$ cat src/core/nos_pkg.sv
// Purpose: Shared constants for the no-op, OR and stack decode/execute core
// Assumes: One instruction cycle per i_mclk edge, 4-bit data nibbles
// Notes: Opcode patterns are matched with the masks given beside them
package nos_pkg;

  // Widths of the core's data paths
  localparam int NIB_W = 4;   // One data nibble
  localparam int PAIR_W = 8;  // Register pair, two nibbles
  localparam int ADDR_W = 12; // Data memory nibble address
  localparam int PC_W = 12;   // Program counter

  // One-byte opcodes
  localparam logic [7:0] OP_NOP = 8'ha0;      // No operation
  localparam logic [7:0] OP_OR_MEM = 8'h3a;   // Accumulator OR memory
  localparam logic [7:0] OP_PFX_ACC = 8'hdd;  // Prefix: imm OR, bank pair
  localparam logic [7:0] OP_PFX_PAIR = 8'hdc; // Prefix: pair OR forms

  // Stack pair ops: 00101 pp x, low bit picks push
  localparam logic [7:0] OP_STK_MASK = 8'hf8; // Fixed upper five bits
  localparam logic [7:0] OP_STK_VAL = 8'h28;  // Value of upper five bits

  // Second bytes
  localparam logic [7:0] OP2_IMM_MASK = 8'hf0; // Immediate in low nibble
  localparam logic [7:0] OP2_IMM_VAL = 8'h20;  // 0010 dddd
  localparam logic [7:0] OP2_POP_BANKS = 8'h66;  // Restore bank pair
  localparam logic [7:0] OP2_PUSH_BANKS = 8'h67; // Save bank pair
  localparam logic [7:0] OP2_PAIR_MASK = 8'hf9; // Pair select in [2:1]
  localparam logic [7:0] OP2_XACC_OR_PAIR = 8'h28; // 00101 pp 0
  localparam logic [7:0] OP2_PAIR_OR_XACC = 8'h20; // 00100 pp 0

  // Index of the memory pointer pair among the general pairs
  localparam logic [1:0] PTR_IDX = 2'h3;

  // Stack lives in data memory bank zero
  localparam logic [3:0] STACK_BANK = 4'h0;

  // Reset values
  localparam logic [7:0] SP_RST = 8'h00;
  localparam logic [11:0] PC_RST = 12'h000;
  localparam logic [3:0] NIB_RST = 4'h0;
  localparam logic [7:0] SP_STEP = 8'h02; // Stack moves two nibbles

  // Decode states: waiting for an opcode, or for the second byte
  typedef enum logic [1:0] {
    ST_FETCH = 2'b00,
    ST_ACC2 = 2'b01,
    ST_PAIR2 = 2'b10
  } nos_state_t;

endpackage

$ cat src/core/nos_pair_file.sv
// Purpose: Four general register pairs with two read ports, one write port
// Assumes: Reads are combinational, write lands on the clock edge
// Notes: Small enough that flops beat a memory macro
`timescale 1ns/1ns
`default_nettype none
module nos_pair_file (
  input wire logic i_mclk,          // Core clock
  input wire logic i_rst_n,         // Synchronous reset, active low
  input wire logic [1:0] i_ra_idx,  // Read port A pair select
  output logic [7:0] o_ra_data,     // Read port A data
  input wire logic [1:0] i_rb_idx,  // Read port B pair select
  output logic [7:0] o_rb_data,     // Read port B data
  input wire logic i_we,            // Write enable
  input wire logic [1:0] i_w_idx,   // Write pair select
  input wire logic [7:0] i_w_data   // Write data, high nibble on top
);

  logic [7:0] pair_reg [4]; // Pair storage

  // Reads see the value before this cycle's write
  assign o_ra_data = pair_reg[i_ra_idx];
  assign o_rb_data = pair_reg[i_rb_idx];

  // Clear on reset, otherwise a single write per cycle
  always_ff @(posedge i_mclk)
  begin
    if (!i_rst_n)
    begin
      for (int i = 0; i < 4; i++)
      begin
        pair_reg[i] <= 8'h00;
      end
    end
    else if (i_we)
    begin
      pair_reg[i_w_idx] <= i_w_data;
    end
  end

endmodule
`default_nettype wire

$ cat src/core/nos_core.sv
// Purpose: Decode and execute no-op, OR forms, and stack pop/push
// Assumes: Data memory answers reads in the same cycle (combinational)
// Notes: One opcode byte is taken per cycle whenever i_op_valid is high
// Function
// - NOP: one byte, only program counter advances
// - Two-byte immediate OR into accumulator, 2 cycles
// - OR memory at pointer pair into accumulator
// - OR selected pair into extended accumulator
// - OR extended accumulator into selected pair
// - Only destination written; source left unchanged
// - Pop pair from stack, pointer plus two
// - Pop bank selects from stack, two cycles
// - Push pair to stack, pointer minus two
// - Push bank selects to stack, two cycles
`timescale 1ns/1ns
`default_nettype none
module nos_core (
  input wire logic i_mclk,              // Core clock, 10 MHz
  input wire logic i_rst_n,             // Synchronous reset, active low
  input wire logic i_op_valid,          // Opcode byte present
  input wire logic [7:0] i_op_byte,     // Opcode byte
  output logic o_op_ready,              // Byte taken when valid
  output logic [11:0] o_pc,             // Program counter
  output logic [3:0] o_acc,             // Accumulator
  output logic [3:0] o_ext,             // Extension nibble of the pair
  output logic [7:0] o_sp,              // Stack pointer
  output logic [3:0] o_reg_bank_sel,    // Register bank select
  output logic [3:0] o_mem_bank_sel,    // Memory bank select
  output logic o_unknown,               // Byte not handled here
  output logic [11:0] o_ram_addr_a,     // Data memory address A
  output logic [11:0] o_ram_addr_b,     // Data memory address B
  input wire logic [3:0] i_ram_rdata_a, // Read data at address A
  input wire logic [3:0] i_ram_rdata_b, // Read data at address B
  output logic o_ram_we,                // Write both addresses
  output logic [3:0] o_ram_wdata_a,     // Write data for address A
  output logic [3:0] o_ram_wdata_b      // Write data for address B
);

  nos_pkg::nos_state_t state_reg; // Decode state
  nos_pkg::nos_state_t state_next;
  logic [11:0] pc_reg;            // Program counter
  logic [3:0] acc_reg;            // Accumulator
  logic [3:0] ext_reg;            // Extension nibble
  logic [7:0] sp_reg;             // Stack pointer
  logic [3:0] rbs_reg;            // Register bank select
  logic [3:0] mbs_reg;            // Memory bank select
  logic unknown_reg;              // Unhandled byte pulse
  logic [7:0] sel_pair;           // Pair picked by the opcode
  logic [7:0] ptr_pair;           // Memory pointer pair
  logic [1:0] sel_idx;            // Pair select bits
  logic take;                     // A byte is taken this cycle
  logic f_nop, f_orhl, f_pop, f_push;     // Fetch-state decodes
  logic a_imm, a_popsb, a_pushsb;         // After accumulator prefix
  logic p_earr, p_rrea;                   // After pair prefix
  logic pair_we;                          // Pair file write
  logic [7:0] pair_wdata;                 // Pair file write data

  // Masked opcode compare, used by the stack, immediate and pair decodes below
  function automatic logic op_is(input logic [7:0] b, input logic [7:0] m,
                                 input logic [7:0] v);
    op_is = (b & m) == v;
  endfunction

  // Decoder never stalls; every valid byte is taken
  assign o_op_ready = 1'b1;
  assign take = i_op_valid;
  assign sel_idx = i_op_byte[2:1];

  // Fetch-state decodes
  assign f_nop = take && state_reg == nos_pkg::ST_FETCH &&
    i_op_byte == nos_pkg::OP_NOP;
  assign f_orhl = take && state_reg == nos_pkg::ST_FETCH &&
    i_op_byte == nos_pkg::OP_OR_MEM;
  assign f_pop = take && state_reg == nos_pkg::ST_FETCH &&
    op_is(i_op_byte, nos_pkg::OP_STK_MASK, nos_pkg::OP_STK_VAL) &&
    !i_op_byte[0];
  assign f_push = take && state_reg == nos_pkg::ST_FETCH &&
    op_is(i_op_byte, nos_pkg::OP_STK_MASK, nos_pkg::OP_STK_VAL) &&
    i_op_byte[0];
  // Second-byte decodes
  assign a_imm = take && state_reg == nos_pkg::ST_ACC2 &&
    op_is(i_op_byte, nos_pkg::OP2_IMM_MASK, nos_pkg::OP2_IMM_VAL);
  assign a_popsb = take && state_reg == nos_pkg::ST_ACC2 &&
    i_op_byte == nos_pkg::OP2_POP_BANKS;
  assign a_pushsb = take && state_reg == nos_pkg::ST_ACC2 &&
    i_op_byte == nos_pkg::OP2_PUSH_BANKS;
  assign p_earr = take && state_reg == nos_pkg::ST_PAIR2 &&
    op_is(i_op_byte, nos_pkg::OP2_PAIR_MASK, nos_pkg::OP2_XACC_OR_PAIR);
  assign p_rrea = take && state_reg == nos_pkg::ST_PAIR2 &&
    op_is(i_op_byte, nos_pkg::OP2_PAIR_MASK, nos_pkg::OP2_PAIR_OR_XACC);

  // Pair writes: pop loads, or OR result lands in the chosen pair
  assign pair_we = f_pop || p_rrea;
  assign pair_wdata = f_pop ? {i_ram_rdata_b, i_ram_rdata_a}
    : (sel_pair | {ext_reg, acc_reg});

  nos_pair_file u_pairs (
    .i_mclk(i_mclk),
    .i_rst_n(i_rst_n),
    .i_ra_idx(sel_idx),
    .o_ra_data(sel_pair),
    .i_rb_idx(nos_pkg::PTR_IDX),
    .o_rb_data(ptr_pair),
    .i_we(pair_we),
    .i_w_idx(sel_idx),
    .i_w_data(pair_wdata)
  );

  // Data memory ports: stack ops use bank zero, OR uses the pointer pair
  always_comb
  begin
    o_ram_addr_a = {nos_pkg::STACK_BANK, sp_reg};
    o_ram_addr_b = {nos_pkg::STACK_BANK, 8'(sp_reg + 8'h01)};
    o_ram_we = 1'b0;
    o_ram_wdata_a = sel_pair[7:4];
    o_ram_wdata_b = sel_pair[3:0];
    if (f_orhl)
    begin
      o_ram_addr_a = {mbs_reg, ptr_pair};
    end
    else if (f_push || a_pushsb)
    begin
      // High part one below the pointer, low part two below
      o_ram_addr_a = {nos_pkg::STACK_BANK, 8'(sp_reg - 8'h01)};
      o_ram_addr_b = {nos_pkg::STACK_BANK, 8'(sp_reg - 8'h02)};
      o_ram_we = 1'b1;
      if (a_pushsb)
      begin
        o_ram_wdata_a = mbs_reg;
        o_ram_wdata_b = rbs_reg;
      end
    end
  end

  // Next decode state; an unknown second byte returns to fetch
  always_comb
  begin
    state_next = state_reg;
    if (take)
    begin
      unique case (state_reg)
        nos_pkg::ST_FETCH:
        begin
          if (i_op_byte == nos_pkg::OP_PFX_ACC)
            state_next = nos_pkg::ST_ACC2;
          else if (i_op_byte == nos_pkg::OP_PFX_PAIR)
            state_next = nos_pkg::ST_PAIR2;
        end
        nos_pkg::ST_ACC2: state_next = nos_pkg::ST_FETCH;
        nos_pkg::ST_PAIR2: state_next = nos_pkg::ST_FETCH;
        default: state_next = nos_pkg::ST_FETCH;
      endcase
    end
  end

  // Decode state register
  always_ff @(posedge i_mclk)
  begin
    if (!i_rst_n)
      state_reg <= nos_pkg::ST_FETCH;
    else
      state_reg <= state_next;
  end

  // Program counter steps once per taken byte, NOP included
  always_ff @(posedge i_mclk)
  begin
    if (!i_rst_n)
      pc_reg <= nos_pkg::PC_RST;
    else if (take)
      pc_reg <= 12'(pc_reg + 12'h001);
  end

  // Accumulator: only OR forms targeting it write it
  always_ff @(posedge i_mclk)
  begin
    if (!i_rst_n)
    begin
      acc_reg <= nos_pkg::NIB_RST;
      ext_reg <= nos_pkg::NIB_RST;
    end
    else if (a_imm)
      acc_reg <= acc_reg | i_op_byte[3:0];
    else if (f_orhl)
      acc_reg <= acc_reg | i_ram_rdata_a;
    else if (p_earr)
      {ext_reg, acc_reg} <= {ext_reg, acc_reg} | sel_pair;
  end

  // Stack pointer moves by two on every pop or push
  always_ff @(posedge i_mclk)
  begin
    if (!i_rst_n)
      sp_reg <= nos_pkg::SP_RST;
    else if (f_pop || a_popsb)
      sp_reg <= 8'(sp_reg + nos_pkg::SP_STEP);
    else if (f_push || a_pushsb)
      sp_reg <= 8'(sp_reg - nos_pkg::SP_STEP);
  end

  // Bank selects restored from the stack
  always_ff @(posedge i_mclk)
  begin
    if (!i_rst_n)
    begin
      rbs_reg <= nos_pkg::NIB_RST;
      mbs_reg <= nos_pkg::NIB_RST;
    end
    else if (a_popsb)
    begin
      rbs_reg <= i_ram_rdata_a;
      mbs_reg <= i_ram_rdata_b;
    end
  end

  // Flags bytes outside this decoder, so a wider core can pick them up
  always_ff @(posedge i_mclk)
  begin
    if (!i_rst_n)
      unknown_reg <= 1'b0;
    else
      unknown_reg <= take && !(f_nop || f_orhl || f_pop || f_push ||
        a_imm || a_popsb || a_pushsb || p_earr || p_rrea ||
        (state_reg == nos_pkg::ST_FETCH &&
         (i_op_byte == nos_pkg::OP_PFX_ACC ||
          i_op_byte == nos_pkg::OP_PFX_PAIR)));
  end

  assign o_pc = pc_reg;
  assign o_acc = acc_reg;
  assign o_ext = ext_reg;
  assign o_sp = sp_reg;
  assign o_reg_bank_sel = rbs_reg;
  assign o_mem_bank_sel = mbs_reg;
  assign o_unknown = unknown_reg;
endmodule
`default_nettype wire

$ cat config.mk
export PLATFORM = sky130hd
export DESIGN_NAME = nos_core
export DESIGN_NICKNAME = d
export VERILOG_FILES = /design/src/core/nos_pkg.sv /design/src/core/nos_pair_file.sv /design/src/core/nos_core.sv
export SDC_FILE = /design/constraint.sdc
export NUM_CORES = 1
export LEC_CHECK = 0
export CORE_MARGIN = 2
export CORE_UTILIZATION = 61
export DETAILED_ROUTE_END_ITERATION = 8
export DONT_BUFFER_PORTS = 1
export PLACE_DENSITY = 0.77
export SYNTH_ARGS = -nofsm -noshare
export SYNTH_HDL_FRONTEND = slang
export SYNTH_SLANG_ARGS = --single-unit
$ cat constraint.sdc
create_clock -name i_mclk -period 4.95 [get_ports i_mclk]
set_clock_uncertainty 0.05 [all_clocks]
set_input_delay 0.2475 -clock i_mclk [delete_from_list [all_inputs] [get_ports i_mclk]]
set_output_delay 0.2475 -clock i_mclk [all_outputs]
set_load 0.03 [all_outputs]
== Word-level counts from Yosys, hierarchy flattened ==
Memory sizes are Yosys's and may differ from the RTL's.
Index checks and enable logic that the tools add are counted.

* Flip-flop bits (word level): 39
* RAM bits: 32
* Bits of input ports: 19
* Bits in read-only memories: 0
* Bits in latches: 0
* Memories kept: 1
* Output and inout bits: 71
* Logic and storage cells: 96

* Bitwise operators: 5
* Muxes and demuxes: 28
* Shifts and indexed selects: 0
* Order comparisons: 0
* Equal/unequal tests: 13
* Multiply operators: 0
* Add/subtract/negate cells: 5
* Reductions and logical operators: 36
* Divide/modulo/power cells: 0

{| class="wikitable"
|+ Memories
! name !! words !! width !! read ports !! clocked after memory_dff !! wr ports !! RTL line !! RTL
|-
| u_pairs.pair_reg || 4 || 8 || 2 || 0 || 4 || nos_pair_file.sv:18 || <nowiki>logic [7:0] pair_reg [4];</nowiki>
|}

{| class="wikitable"
|+ Operator list
! kind !! number
|-
| two-way mux 8 bit || 7
|-
| two-way mux 4 bit || 9
|-
| == test 8 bit (second input constant) || 3
|-
| == test 8 x 7 -> 1 bit (second input constant) || 2
|-
| logical AND 1 bit || 15
|-
| logical OR 1 bit || 13
|-
| adder 12 x 1 -> 12 bit (second input constant) || 1
|-
| == test 6 x 4 -> 1 bit (second input constant) || 2
|-
| two-way mux 12 bit || 1
|-
| adder 8 x 1 -> 8 bit (second input constant) || 1
|-
| adder 8 x 2 -> 8 bit (second input constant) || 1
|-
| == test 8 x 6 -> 1 bit (second input constant) || 1
|-
| two-way mux 2 bit || 4
|-
| OR 4 bit || 2
|-
| OR 8 bit || 1
|-
| OR reduction 8 bit || 1
|-
| subtractor 8 x 1 -> 8 bit (second input constant) || 1
|-
| subtractor 8 x 2 -> 8 bit (second input constant) || 1
|-
| two-way mux 1 bit || 7
|-
| == test 5 x 3 -> 1 bit (second input constant) || 1
|-
| == test 4 x 2 -> 1 bit (second input constant) || 1
|-
| != test 3 x 1 -> 1 bit (second input constant) || 1
|-
| AND reduction 3 bit || 1
|-
| nonzero test 3 bit || 1
|-
| other kinds (7) || 9
|}

== Logic depth before layout (Yosys ltp) ==
Gate-level depths: netlist of the first run.

* Word-level depth: 14
* Mapped depth: 7
* Gate-level depth less buffers: 5

== Modules after synthesis ==
A second synthesis of the first run with hierarchy kept.

* Cell total of the unflattened synthesis: 395
* Area total of the unflattened synthesis: 4043.9 um2

{| class="wikitable"
|+ Modules (own cells, without submodules)
! module !! area an instance (um2) !! cells each !! times used !! seq. area each (um2)
|-
| nos_core || 2409.8 || 298 || 1 || 760.7
|-
| nos_pair_file || 1634.1 || 97 || 1 || 960.9
|}

== Worst setup path before layout of the first run ==
Ideal clock, no wire load.

* Path type: register to output
* From: reg state_reg[1]
* To: out o_ram_addr_a[3]
* Stages on the path, launching flop included: 7
* Setup slack: 2594 ps
* Data arrival time: 2058 ps
* Path buffers: 2
* Required time: 4653 ps
* Cell sequence: dfxtp_1 -> clkbuf_1 -> nand3b_1 -> o32a_1 -> clkbuf_1 -> o21ai_0 -> a31oi_1

* Cells in the longest elaborated chain, start to end: 7
* Elaborated cells on any way between the ends: 11
* Classes of those cells: 1 x eq/ne; 2 x mux; 8 x reduce/logical

{| class="wikitable"
|+ Ends and longest elaborated chain
! what !! RTL line !! RTL
|-
| start, declared || nos_core.sv:39 || <nowiki>nos_pkg::nos_state_t state_reg;</nowiki>
|-
| start signal, assigned || nos_core.sv:160 || <nowiki>state_reg <= nos_pkg::ST_FETCH;</nowiki>
|-
| start signal, assigned || nos_core.sv:162 || <nowiki>state_reg <= state_next;</nowiki>
|-
| zero test 2 bit || nos_core.sv:72, nos_core.sv:77 ||
|-
| logical AND 1 bit || nos_core.sv:72, nos_core.sv:77 ||
|-
| logical AND 1 bit || nos_core.sv:77 || <nowiki>assign f_push = take && state_reg == nos_pkg::ST_FETCH &&</nowiki>
|-
| logical AND 1 bit || nos_core.sv:78 || <nowiki>op_is(i_op_byte, nos_pkg::OP_STK_MASK, nos_pkg::OP_STK_VAL) &&</nowiki>
|-
| logical OR 1 bit || nos_core.sv:121 || <nowiki>else if (f_push || a_pushsb)</nowiki>
|-
| two-way mux 8 bit || nos_core.sv:121 ||
|-
| two-way mux 12 bit * || nos_core.sv:117 || <nowiki>if (f_orhl)</nowiki>
|-
| end, declared || nos_core.sv:30 || <nowiki>output logic [11:0] o_ram_addr_a,</nowiki>
|}

Mark *: on every way between the ends. The rest lies on a longest branch, timed or not.

== Worst setup path after layout of the first run ==
* From: reg state_reg[0]
* To: out o_ram_addr_a[5]

The elaborated chain is that of the path after synthesis.

==> reports/results.ini, run 1 <==
[run_status]
outcome=finished, final reports clean

[die]
dieHeight_um=83.3
ioPinCount=90
rows=28
die_w_um=83.3
start_util=0.641
core_area_um2=5990
dieArea_um2=6940

[critical_path]
reg2reg_from=state_reg[0]
path_max_fanout=17
startpoint_type=flop
reg2reg_depth=4
r2r_slack_ns=2.33
worst-setup-path-type=flop to output port
crit_required_ns=4.65
end_kind=output port
critPathArrivalTime_ns=3.06
r2r-end=o_acc[1]

[timing]
finalHoldViolations=0
max_freq_mhz=298
final-setup-viol-count=0
finalCritPeriodShare=0.679
hold_ws_ns=0.00681
finalMaxSlewViolations=0
slew_headroom=0.337
period_minus_slack_ns=3.36
worst_pin_slew_ns=0.988
grt_setup_unrepaired=false
fin_tns_setup_ns=0

[clocking]
postCtsSetupBuffers=0
root_buffer=clkbuf_8
htreeDepth=3
cts.sink_count=70
clkTransAtPathRegs_ns=0.08
cts_tree=yes
cts_made_buffers=9
clock_latency_ns=0.35
postCtsHoldBufs=6
clockBufferDepth=2
cts_resized=0

[route]
wl_met1_mm=3.99
drc=0
routed_wl_mm=9.73
drt-pass1-iter-count=5
dr_wl_met2_mm=4.68
wl_met3_um=895
final_antenna_net_count=0
highest_layer=met4
drt_iter0_drc=243
wire_per_inst_um=20.6
vias=3092
avgViaCountPerCell=6.55

[power_and_ir_drop]
p_total_mw=1.21
power_leakage_nw=1.43
vdd_drop_max_v=0.000248
p_per_area_nw_per_um2=296

[min_path]
holdPathEnd=o_mem_bank_sel[0]
min_from=i_ram_rdata_b[0]
hp-class=input pin to flop
hold_depth=2

[global_routing]
gr-usage-all-layers=0.283
grt_overflow_total=0
antenna_found_initial=0
grt_first_pass_wirelength_mm=15.3
grt_max_degree=35
grt_pass1_vias=2807

[logic_synthesis]
synth_area_um2=3840
yosys_register_bits=70
ys_seq_area_frac=0.449
yosys.cell_count.top_type=nor2_1
ys.flop_type=dfxtp_1
netlist_instances=397
ys_types=55
netlist_top_cells_count=nor2_1, dfxtp_1, edfxtp_1, nand2_1, o21ai_0
synth_largest_area_cell=edfxtp_1
avgSynthCellArea_um2=9.67
async_reset_ff_frac=0
synth_edf_count=32
yosysTopAreaCellShare=0.250
yosys-top-cells-area=edfxtp_1, dfxtp_1, nor2_1
synth_warnings=0

[final_layout]
layout.cells.non_filler=472
n_antenna_cell=0
multi_input_area_um2=1940
area_growth_pct=6.36
register_area_um2=1720
fillCellCount=464
largest_register_ffs=32
nets=414
finalInstanceArea_um2=4080
drive_above_1_share=0.113

[placed_design]
place_congestion=0.929
placedCellCount=450
hpwl_mm=6.90
dpl_cell_area_um2=3810
io_buffers=0

[job]
maxCapViolations=0

[routing by layer]
layer | up-vias | global-route usage
met5 | - | 0
met3 | 14 | 0.0994
met2 | 144 | 0.452
li1 | 1430 | -
met1 | 1504 | 0.365
met4 | 0 | 0.0835
[how the worst max path moves through the flow]
| stage | start | end | slack, ns | cells past startpoint |
|---|---|---|---|---|
| finish | state_reg[0] | o_ram_addr_a[5] | 1.59 | 3 |
| global route | state_reg[0] | o_ram_addr_a[5] | 1.30 | 3 |
| CTS | state_reg[0] | o_ram_addr_a[4] | 1.62 | 3 |
| detailed placement | state_reg[0] | o_ram_addr_a[4] | 2.01 | 3 |
| global placement | state_reg[0] | o_ram_addr_a[6] | 2.12 | 3 |
| floorplan | state_reg[1] | o_ram_addr_a[3] | 2.59 | 6 |
[cells in the final DEF, fill, tap and decap left out, types with 8 or more instances in the layout]
| cell | instances |
|---|---|
| a21oi_1 | 17 |
| mux2i_1 | 13 |
| dfxtp_1 | 38 |
| nand2b_1 | 10 |
| nand2_1 | 30 |
| o22ai_1 | 8 |
| o21ai_0 | 22 |
| nand4_1 | 8 |
| clkbuf_8 | 10 |
| inv_1 | 8 |
| a311o_1 | 8 |
| nand3_1 | 13 |
| nor2_1 | 59 |
| edfxtp_1 | 32 |
| mux4_2 | 8 |
| mux2_2 | 8 |
[logic make-up after synthesis]
family | synth area share
simple gates | 0.233
compound gates | 0.124
flops | 0.449
buf+inv | 0.0509
mux | 0.104
xor+xnor | 0.0274
fa+ha+maj | 0.00978
other cells | 0.00196
[cell type report]
type                       count  area share
multi-input combinational    292       0.474
clock inverter                 6      0.0169
timing repair buffer          10      0.0221
tap                           75      0.0230
inverter                       9     0.00828
sequential                    70       0.422
clock buffer                  10      0.0337
[per-stage QoR]
stage                     utilization  setup slack (ns)
after floorplan                     -              2.59
after global placement          0.637              2.12
after detailed placement        0.637              2.01
after CTS                       0.681              1.62
after global routing            0.681              1.30
final                           0.681              1.59
[critical path: stages (launching register included)]
cell     delay, ns
dfxtp_1       0.38
nor4b_4       0.70
nand4_1       0.79
a31oi_1       0.84
[power by group]
part           internal [mW]  total, mW  leakage, nW  switching, mW
sequential             0.614      0.628        0.637         0.0135
clock                  0.249      0.475        0.103          0.226
combinational         0.0378      0.107        0.690         0.0688
Power figures use the tool's default switching activity.
==> run 2, diff against run 1 <==
Settings changed: ABC_AREA from default to 1.
Clock period 4.95 ns to 3.3 ns, I/O delays scaled along.
==> reports/results.ini, run 2 <==
[critical_path]
r2r_slack_ns=1.22  ; -1.11 ns
worst-setup-path-type=flop to output port
r2r-end=u_pairs.pair_reg[3][6]
cp_cell_sequence=nor2_2 -> nand2_1 -> nor2_1 -> nand2_1 -> buf_4 -> o21ai_0
path_max_fanout=18  ; +1
cp-startpoint=state_reg[0]
slowest_stage=o21ai_0
slowest_delay_ns=0.73  ; -0.11 ns
reg2reg_depth=8  ; +4
reg2reg_from=state_reg[0]
crit_required_ns=3.08  ; -1.57 ns
end_kind=output port
crit_top_cell=nand2_1
startpoint_type=flop
critPathArrivalTime_ns=2.34  ; -0.72 ns

[die]
die_w_um=85.2  ; +2.3%
core_area_um2=6350  ; +6.0%
dieArea_um2=7260  ; +4.6%
dieHeight_um=85.2  ; +2.3%
start_util=0.633  ; -0.00706
rows=29  ; +3.6%
ioPinCount=90  ; unchanged

[timing]
finalCritPeriodShare=0.774
final-setup-viol-count=0  ; unchanged
period_minus_slack_ns=2.55
hold_ws_ns=0.0195  ; +0.0127 ns
worst_pin_slew_ns=1.03  ; +0.0427 ns
finalHoldViolations=0  ; unchanged
fin_ws_ns=0.746  ; -0.843 ns
finalMaxSlewViolations=0  ; unchanged
fin_tns_setup_ns=0  ; unchanged
slew_headroom=0.311  ; -0.0267
grt_setup_unrepaired=false
max_freq_mhz=391

[power_and_ir_drop]
clock_power_share=0.430  ; +0.037
p_per_area_nw_per_um2=446  ; +50%
p_int_mw=1.47  ; +64%
vdd_drop_max_v=0.000261  ; +5.1%
pwr-share-seq=0.478  ; -0.041
p_total_mw=1.97  ; +63%
switching_share=0.250  ; -0.00524
power_switching_mw=0.491  ; +59%
p_comb_frac=0.093  ; +0.005
power_leakage_nw=1.84  ; +28%

[logic_synthesis]
netlist_instances=554  ; +40%
async_reset_ff_frac=0  ; unchanged
avgSynthCellArea_um2=7.26  ; -25%
ys_seq_area_frac=0.428  ; -0.0207
yosys.cell_count.top_type=nor2_1
netlist_top_cells_count=nor2_1, nand2_1, inv_1, o21ai_0, nand3_1
synth_area_um2=4020  ; +4.8%
synth_edf_count=32  ; unchanged
ys_types=32  ; -42%
synth_warnings=0  ; unchanged
yosys-top-cells-area=edfxtp_1, dfxtp_1, nor2_1
synth_largest_area_cell=edfxtp_1
yosysTopAreaCellShare=0.239  ; -0.0115
yosys_register_bits=70  ; unchanged
ys.flop_type=dfxtp_1

[global_routing]
grt_pass1_vias=3675  ; +31%
grt_overflow_total=0  ; unchanged
gr-usage-all-layers=0.309  ; +0.0259
grt_max_degree=30  ; -14%
antenna_found_initial=0  ; unchanged
grt_first_pass_wirelength_mm=17.6  ; +15%

[final_layout]
largest_register_ffs=32  ; unchanged
n_antenna_cell=0  ; unchanged
final_cell_mix=nor2_1, nand2_1, inv_1
fillCellCount=546  ; +18%
drive_above_1_share=0.0930  ; -0.0204
final_common_cell=nor2_1
area_growth_pct=9.58
nets=587  ; +42%

[clocking]
cts_made_buffers=9  ; unchanged
cts_tree=yes
clockBufferDepth=2  ; unchanged
cts_resized=0  ; unchanged
cts.sink_count=70  ; unchanged
root_buffer=clkbuf_8
htreeDepth=3  ; unchanged
clock_latency_ns=0.35  ; about the same
clkTransAtPathRegs_ns=0.08  ; about the same

[placed_design]
hpwl_mm=7.36  ; +6.7%
post-place-ws_ns=1.12  ; -0.893 ns
place_congestion=0.900  ; -3.2%
io_buffers=0  ; unchanged

[route]
wire_per_inst_um=16.6  ; -20%
routed_wl_mm=10.7  ; +10%
drc=0  ; unchanged
drt_iter0_drc=217  ; -11%
drt-pass1-iter-count=5  ; unchanged
avgViaCountPerCell=5.89  ; -10%
vias=3809  ; +23%
final_antenna_net_count=0  ; unchanged

[min_path]
hold_depth=4  ; +2
holdPathEnd=o_unknown
hp-class=input pin to flop
min_from=i_op_valid

[job]
maxCapViolations=0  ; unchanged

[run_status]
outcome=finished, final reports clean

## run 2: power groups by stage
stage / sequential (mW) / clock, mW / combinational (mW)
2_1_floorplan: 0.957 / 0 / 0.149
4_1_cts: 0.939 / 0.857 / 0.180
3_5_place_dp: 0.959 / 0 / 0.161
6_report: 0.939 / 0.844 / 0.182
3_3_place_gp: 0.958 / 0 / 0.158
5_1_grt: 0.941 / 0.886 / 0.200
## run 2: worst max-delay path: cells and delay by family (launching register included)
family | cells | cell delay, ns
DFF | 1 | 0.32
AOI/OAI and AO/OA | 1 | 0.73
buffers and inverters | 1 | 0.27
and+or+nand+nor | 4 | 0.69
## run 2: final cells by class
class	count	area (um2)	area share
clock buffer	10	128	0.0290
sequential	70	1720	0.391
clock inverter	6	111	0.0253
timing repair buffer	21	185	0.0420
multi-input combinational	390	1890	0.429
inverter	73	274	0.0622
tap	77	96.3	0.0219
## run 2: routing by layer
metal,track usage,share of wire
met1,0.396,0.41
met4,0.140,0.031
met3,0.0944,0.10
met2,0.483,0.45
met5,0,0
## run 2: worst max-delay path by stage
stage / to / depth (start not counted)
2_1_floorplan: o_ram_addr_a[3] / 7
3_3_place_gp: o_ram_addr_a[0] / 6
3_5_place_dp: o_ram_addr_a[0] / 6
4_1_cts: o_ram_addr_a[0] / 6
5_1_grt: o_ram_addr_a[0] / 6
6_report: o_ram_addr_a[0] / 6
## run 2: logic make-up (layout without fill, tap and decap cells)
family / count (synthesis) / in the layout / synth area share
AND/OR/NAND/NOR: 281 / 281 / 0.310
buffers and inverters: 98 / 110 / 0.105
AO/OA/AOI/OAI: 91 / 91 / 0.125
flip-flops: 70 / 70 / 0.428
XOR/XNOR: 9 / 9 / 0.0196
adder cells (fa/ha/maj): 3 / 3 / 0.00933
other: 2 / 6 / 0.00187
## run 2: through the flow
step	std cells	util	area (um2)
4_1_cts	647	0.694	4410
6_report	647	0.694	4410
5_1_grt	647	0.694	4410
2_1_floorplan	558	-	4040
3_5_place_dp	620	0.639	4060
3_3_place_gp	620	0.639	4060
## run 2: timing repair
item                                   in CTS  in global routing
hold buffers                               11                  0
endpoints found under the hold margin      29                  0
setup buffers                               0                  0
==> run 3, diff against run 2 <==
Settings changed: CORE_UTILIZATION 61 to 58, PLACE_DENSITY 0.77 to 0.76.
Clock period 3.3 ns to 2.1 ns, I/O delays scaled along.
==> reports/results.ini, run 3 (synthesis results as in run 2) <==
[clocking]
root_buffer=clkbuf_8
clkTransAtPathRegs_ns=0.08  ; about the same
htreeDepth=3  ; unchanged
clock_latency_ns=0.35  ; about the same
cts_tree=yes
cts.sink_count=70  ; unchanged
clockBufferDepth=2  ; unchanged
cts_made_buffers=9  ; unchanged

[final_layout]
drive_above_1_share=0.160  ; +0.0671
fillCellCount=580  ; +6.2%
final_cell_mix=nor2_1, nand2_1, inv_1
area_growth_pct=17.5
nets=629  ; +7.2%
final_common_cell=nor2_1
finalInstanceArea_um2=4730  ; +7.2%
n_antenna_cell=0  ; unchanged
largest_register_ffs=32  ; unchanged

[timing]
finalCritPeriodShare=0.963
hold_ws_ns=0.0560  ; +0.0365 ns
period_minus_slack_ns=2.02
final-setup-viol-count=0  ; unchanged
max_freq_mhz=495
fin_tns_setup_ns=0  ; unchanged
finalHoldViolations=0  ; unchanged
finalMaxSlewViolations=0  ; unchanged
grt_setup_unrepaired=true
slew_headroom=0.293  ; -0.0173
worst_pin_slew_ns=1.06  ; +0.0293 ns

[placed_design]
dpl_cell_area_um2=4330  ; +6.6%
io_buffers=0  ; unchanged
place_congestion=0.900  ; about the same
hpwl_mm=7.74  ; +5.2%

[route]
wire_per_inst_um=15.5  ; -6.6%
final_antenna_net_count=0  ; unchanged
drt-pass1-iter-count=6  ; +1
vias=3885  ; +2.0%
drt_iter0_drc=247  ; +14%
routed_wl_mm=10.7  ; about the same
avgViaCountPerCell=5.61  ; -4.6%
drc=0  ; unchanged

[power_and_ir_drop]
p_total_mw=2.78  ; +42%
vdd_drop_max_v=0.000355  ; +36%
power_leakage_nw=2.03  ; +11%
p_per_area_nw_per_um2=589  ; +32%

[die]
rows=30  ; +3.4%
start_util=0.595  ; -0.0381
dieArea_um2=7620  ; +4.9%
die_w_um=87.3  ; +2.4%
dieHeight_um=87.3  ; +2.4%
ioPinCount=90  ; unchanged
core_area_um2=6760  ; +6.4%

[global_routing]
grt_pass1_vias=3548  ; -3.5%
grt_max_degree=30  ; unchanged
grt_overflow_total=0  ; unchanged
grt_first_pass_wirelength_mm=16.4  ; -6.6%
antenna_found_initial=0  ; unchanged
gr-usage-all-layers=0.281  ; -0.0285

[critical_path]
crit_required_ns=2.13  ; -0.95 ns
startpoint_type=flop
worst-setup-path-type=flop to flop
path_max_fanout=9  ; -9
end_kind=flop
critPathArrivalTime_ns=2.05  ; -0.29 ns

[run_status]
outcome=finished, final reports clean

[min_path]
hp-class=input pin to flop

[job]
maxCapViolations=0  ; unchanged

[run 3: layout make-up]
| class | count | area, um2 | share of cell area |
|---|---|---|---|
| repair buffers | 63 | 517 | 0.109 |
| well taps | 80 | 100 | 0.0212 |
| inverters | 73 | 274 | 0.0580 |
| multi-input cells | 390 | 1940 | 0.411 |
| clock buffers | 9 | 124 | 0.0262 |
| clock inverters | 7 | 47.5 | 0.0101 |
| flip-flops and latches | 70 | 1720 | 0.365 |
[run 3: through the flow]
step                 util  setup slack, ns  cells
floorplan               -         -0.00822    558
global placement    0.640            0.220    658
detailed placement  0.640            0.145    658
CTS                 0.691           0.0131    689
global route        0.699          -0.0100    692
finish              0.699           0.0785    692
[run 3: power by group]
group          switching [mW]  internal, mW  total (mW)
logic                   0.228         0.114       0.342
registers              0.0161          1.45        1.46
clock network           0.548         0.430       0.978
[run 3: routing by layer]
| layer | track usage | part of all wire |
|---|---|---|
| met5 | 0 | 0 |
| met4 | 0.113 | 0.022 |
| met3 | 0.0720 | 0.083 |
| met2 | 0.464 | 0.48 |
| met1 | 0.349 | 0.42 |
[run 3: path summary, 6_finish.rpt]
path	from	endpoint	slack, ns	cells past startpoint
worst max-delay path	state_reg[0]	u_pairs.pair_reg[2][3]	0.08	8
worst min-delay path	i_rst_n	u_pairs.pair_reg[3][4]	0.06	2
worst max register to register	state_reg[0]	u_pairs.pair_reg[2][3]	0.08	8
worst min register to register	state_reg[1]	state_reg[1]	0.47	2
[run 3: what timing repair did]
| item | 4_1_cts | 5_1_grt |
|---|---|---|
| endpoints found under the hold margin | 31 | 0 |
| setup buffers | 0 | 3 |
| pin swaps | 0 | 1 |
| resized for setup | 5 | 10 |
| setup endpoints to repair | 7 | 18 |
| hold buffers | 15 | 0 |
[run 3: worst max-delay path, stage by stage, from the launching register on]
cell and delay, ns:
dfxtp_1 0.33, inv_1 0.14, nand2_1 0.07, nor3_1 0.26, nand3_1 0.19, nand2_2 0.20
inv_1 0.11, o21ai_0 0.22, buf_4 0.18
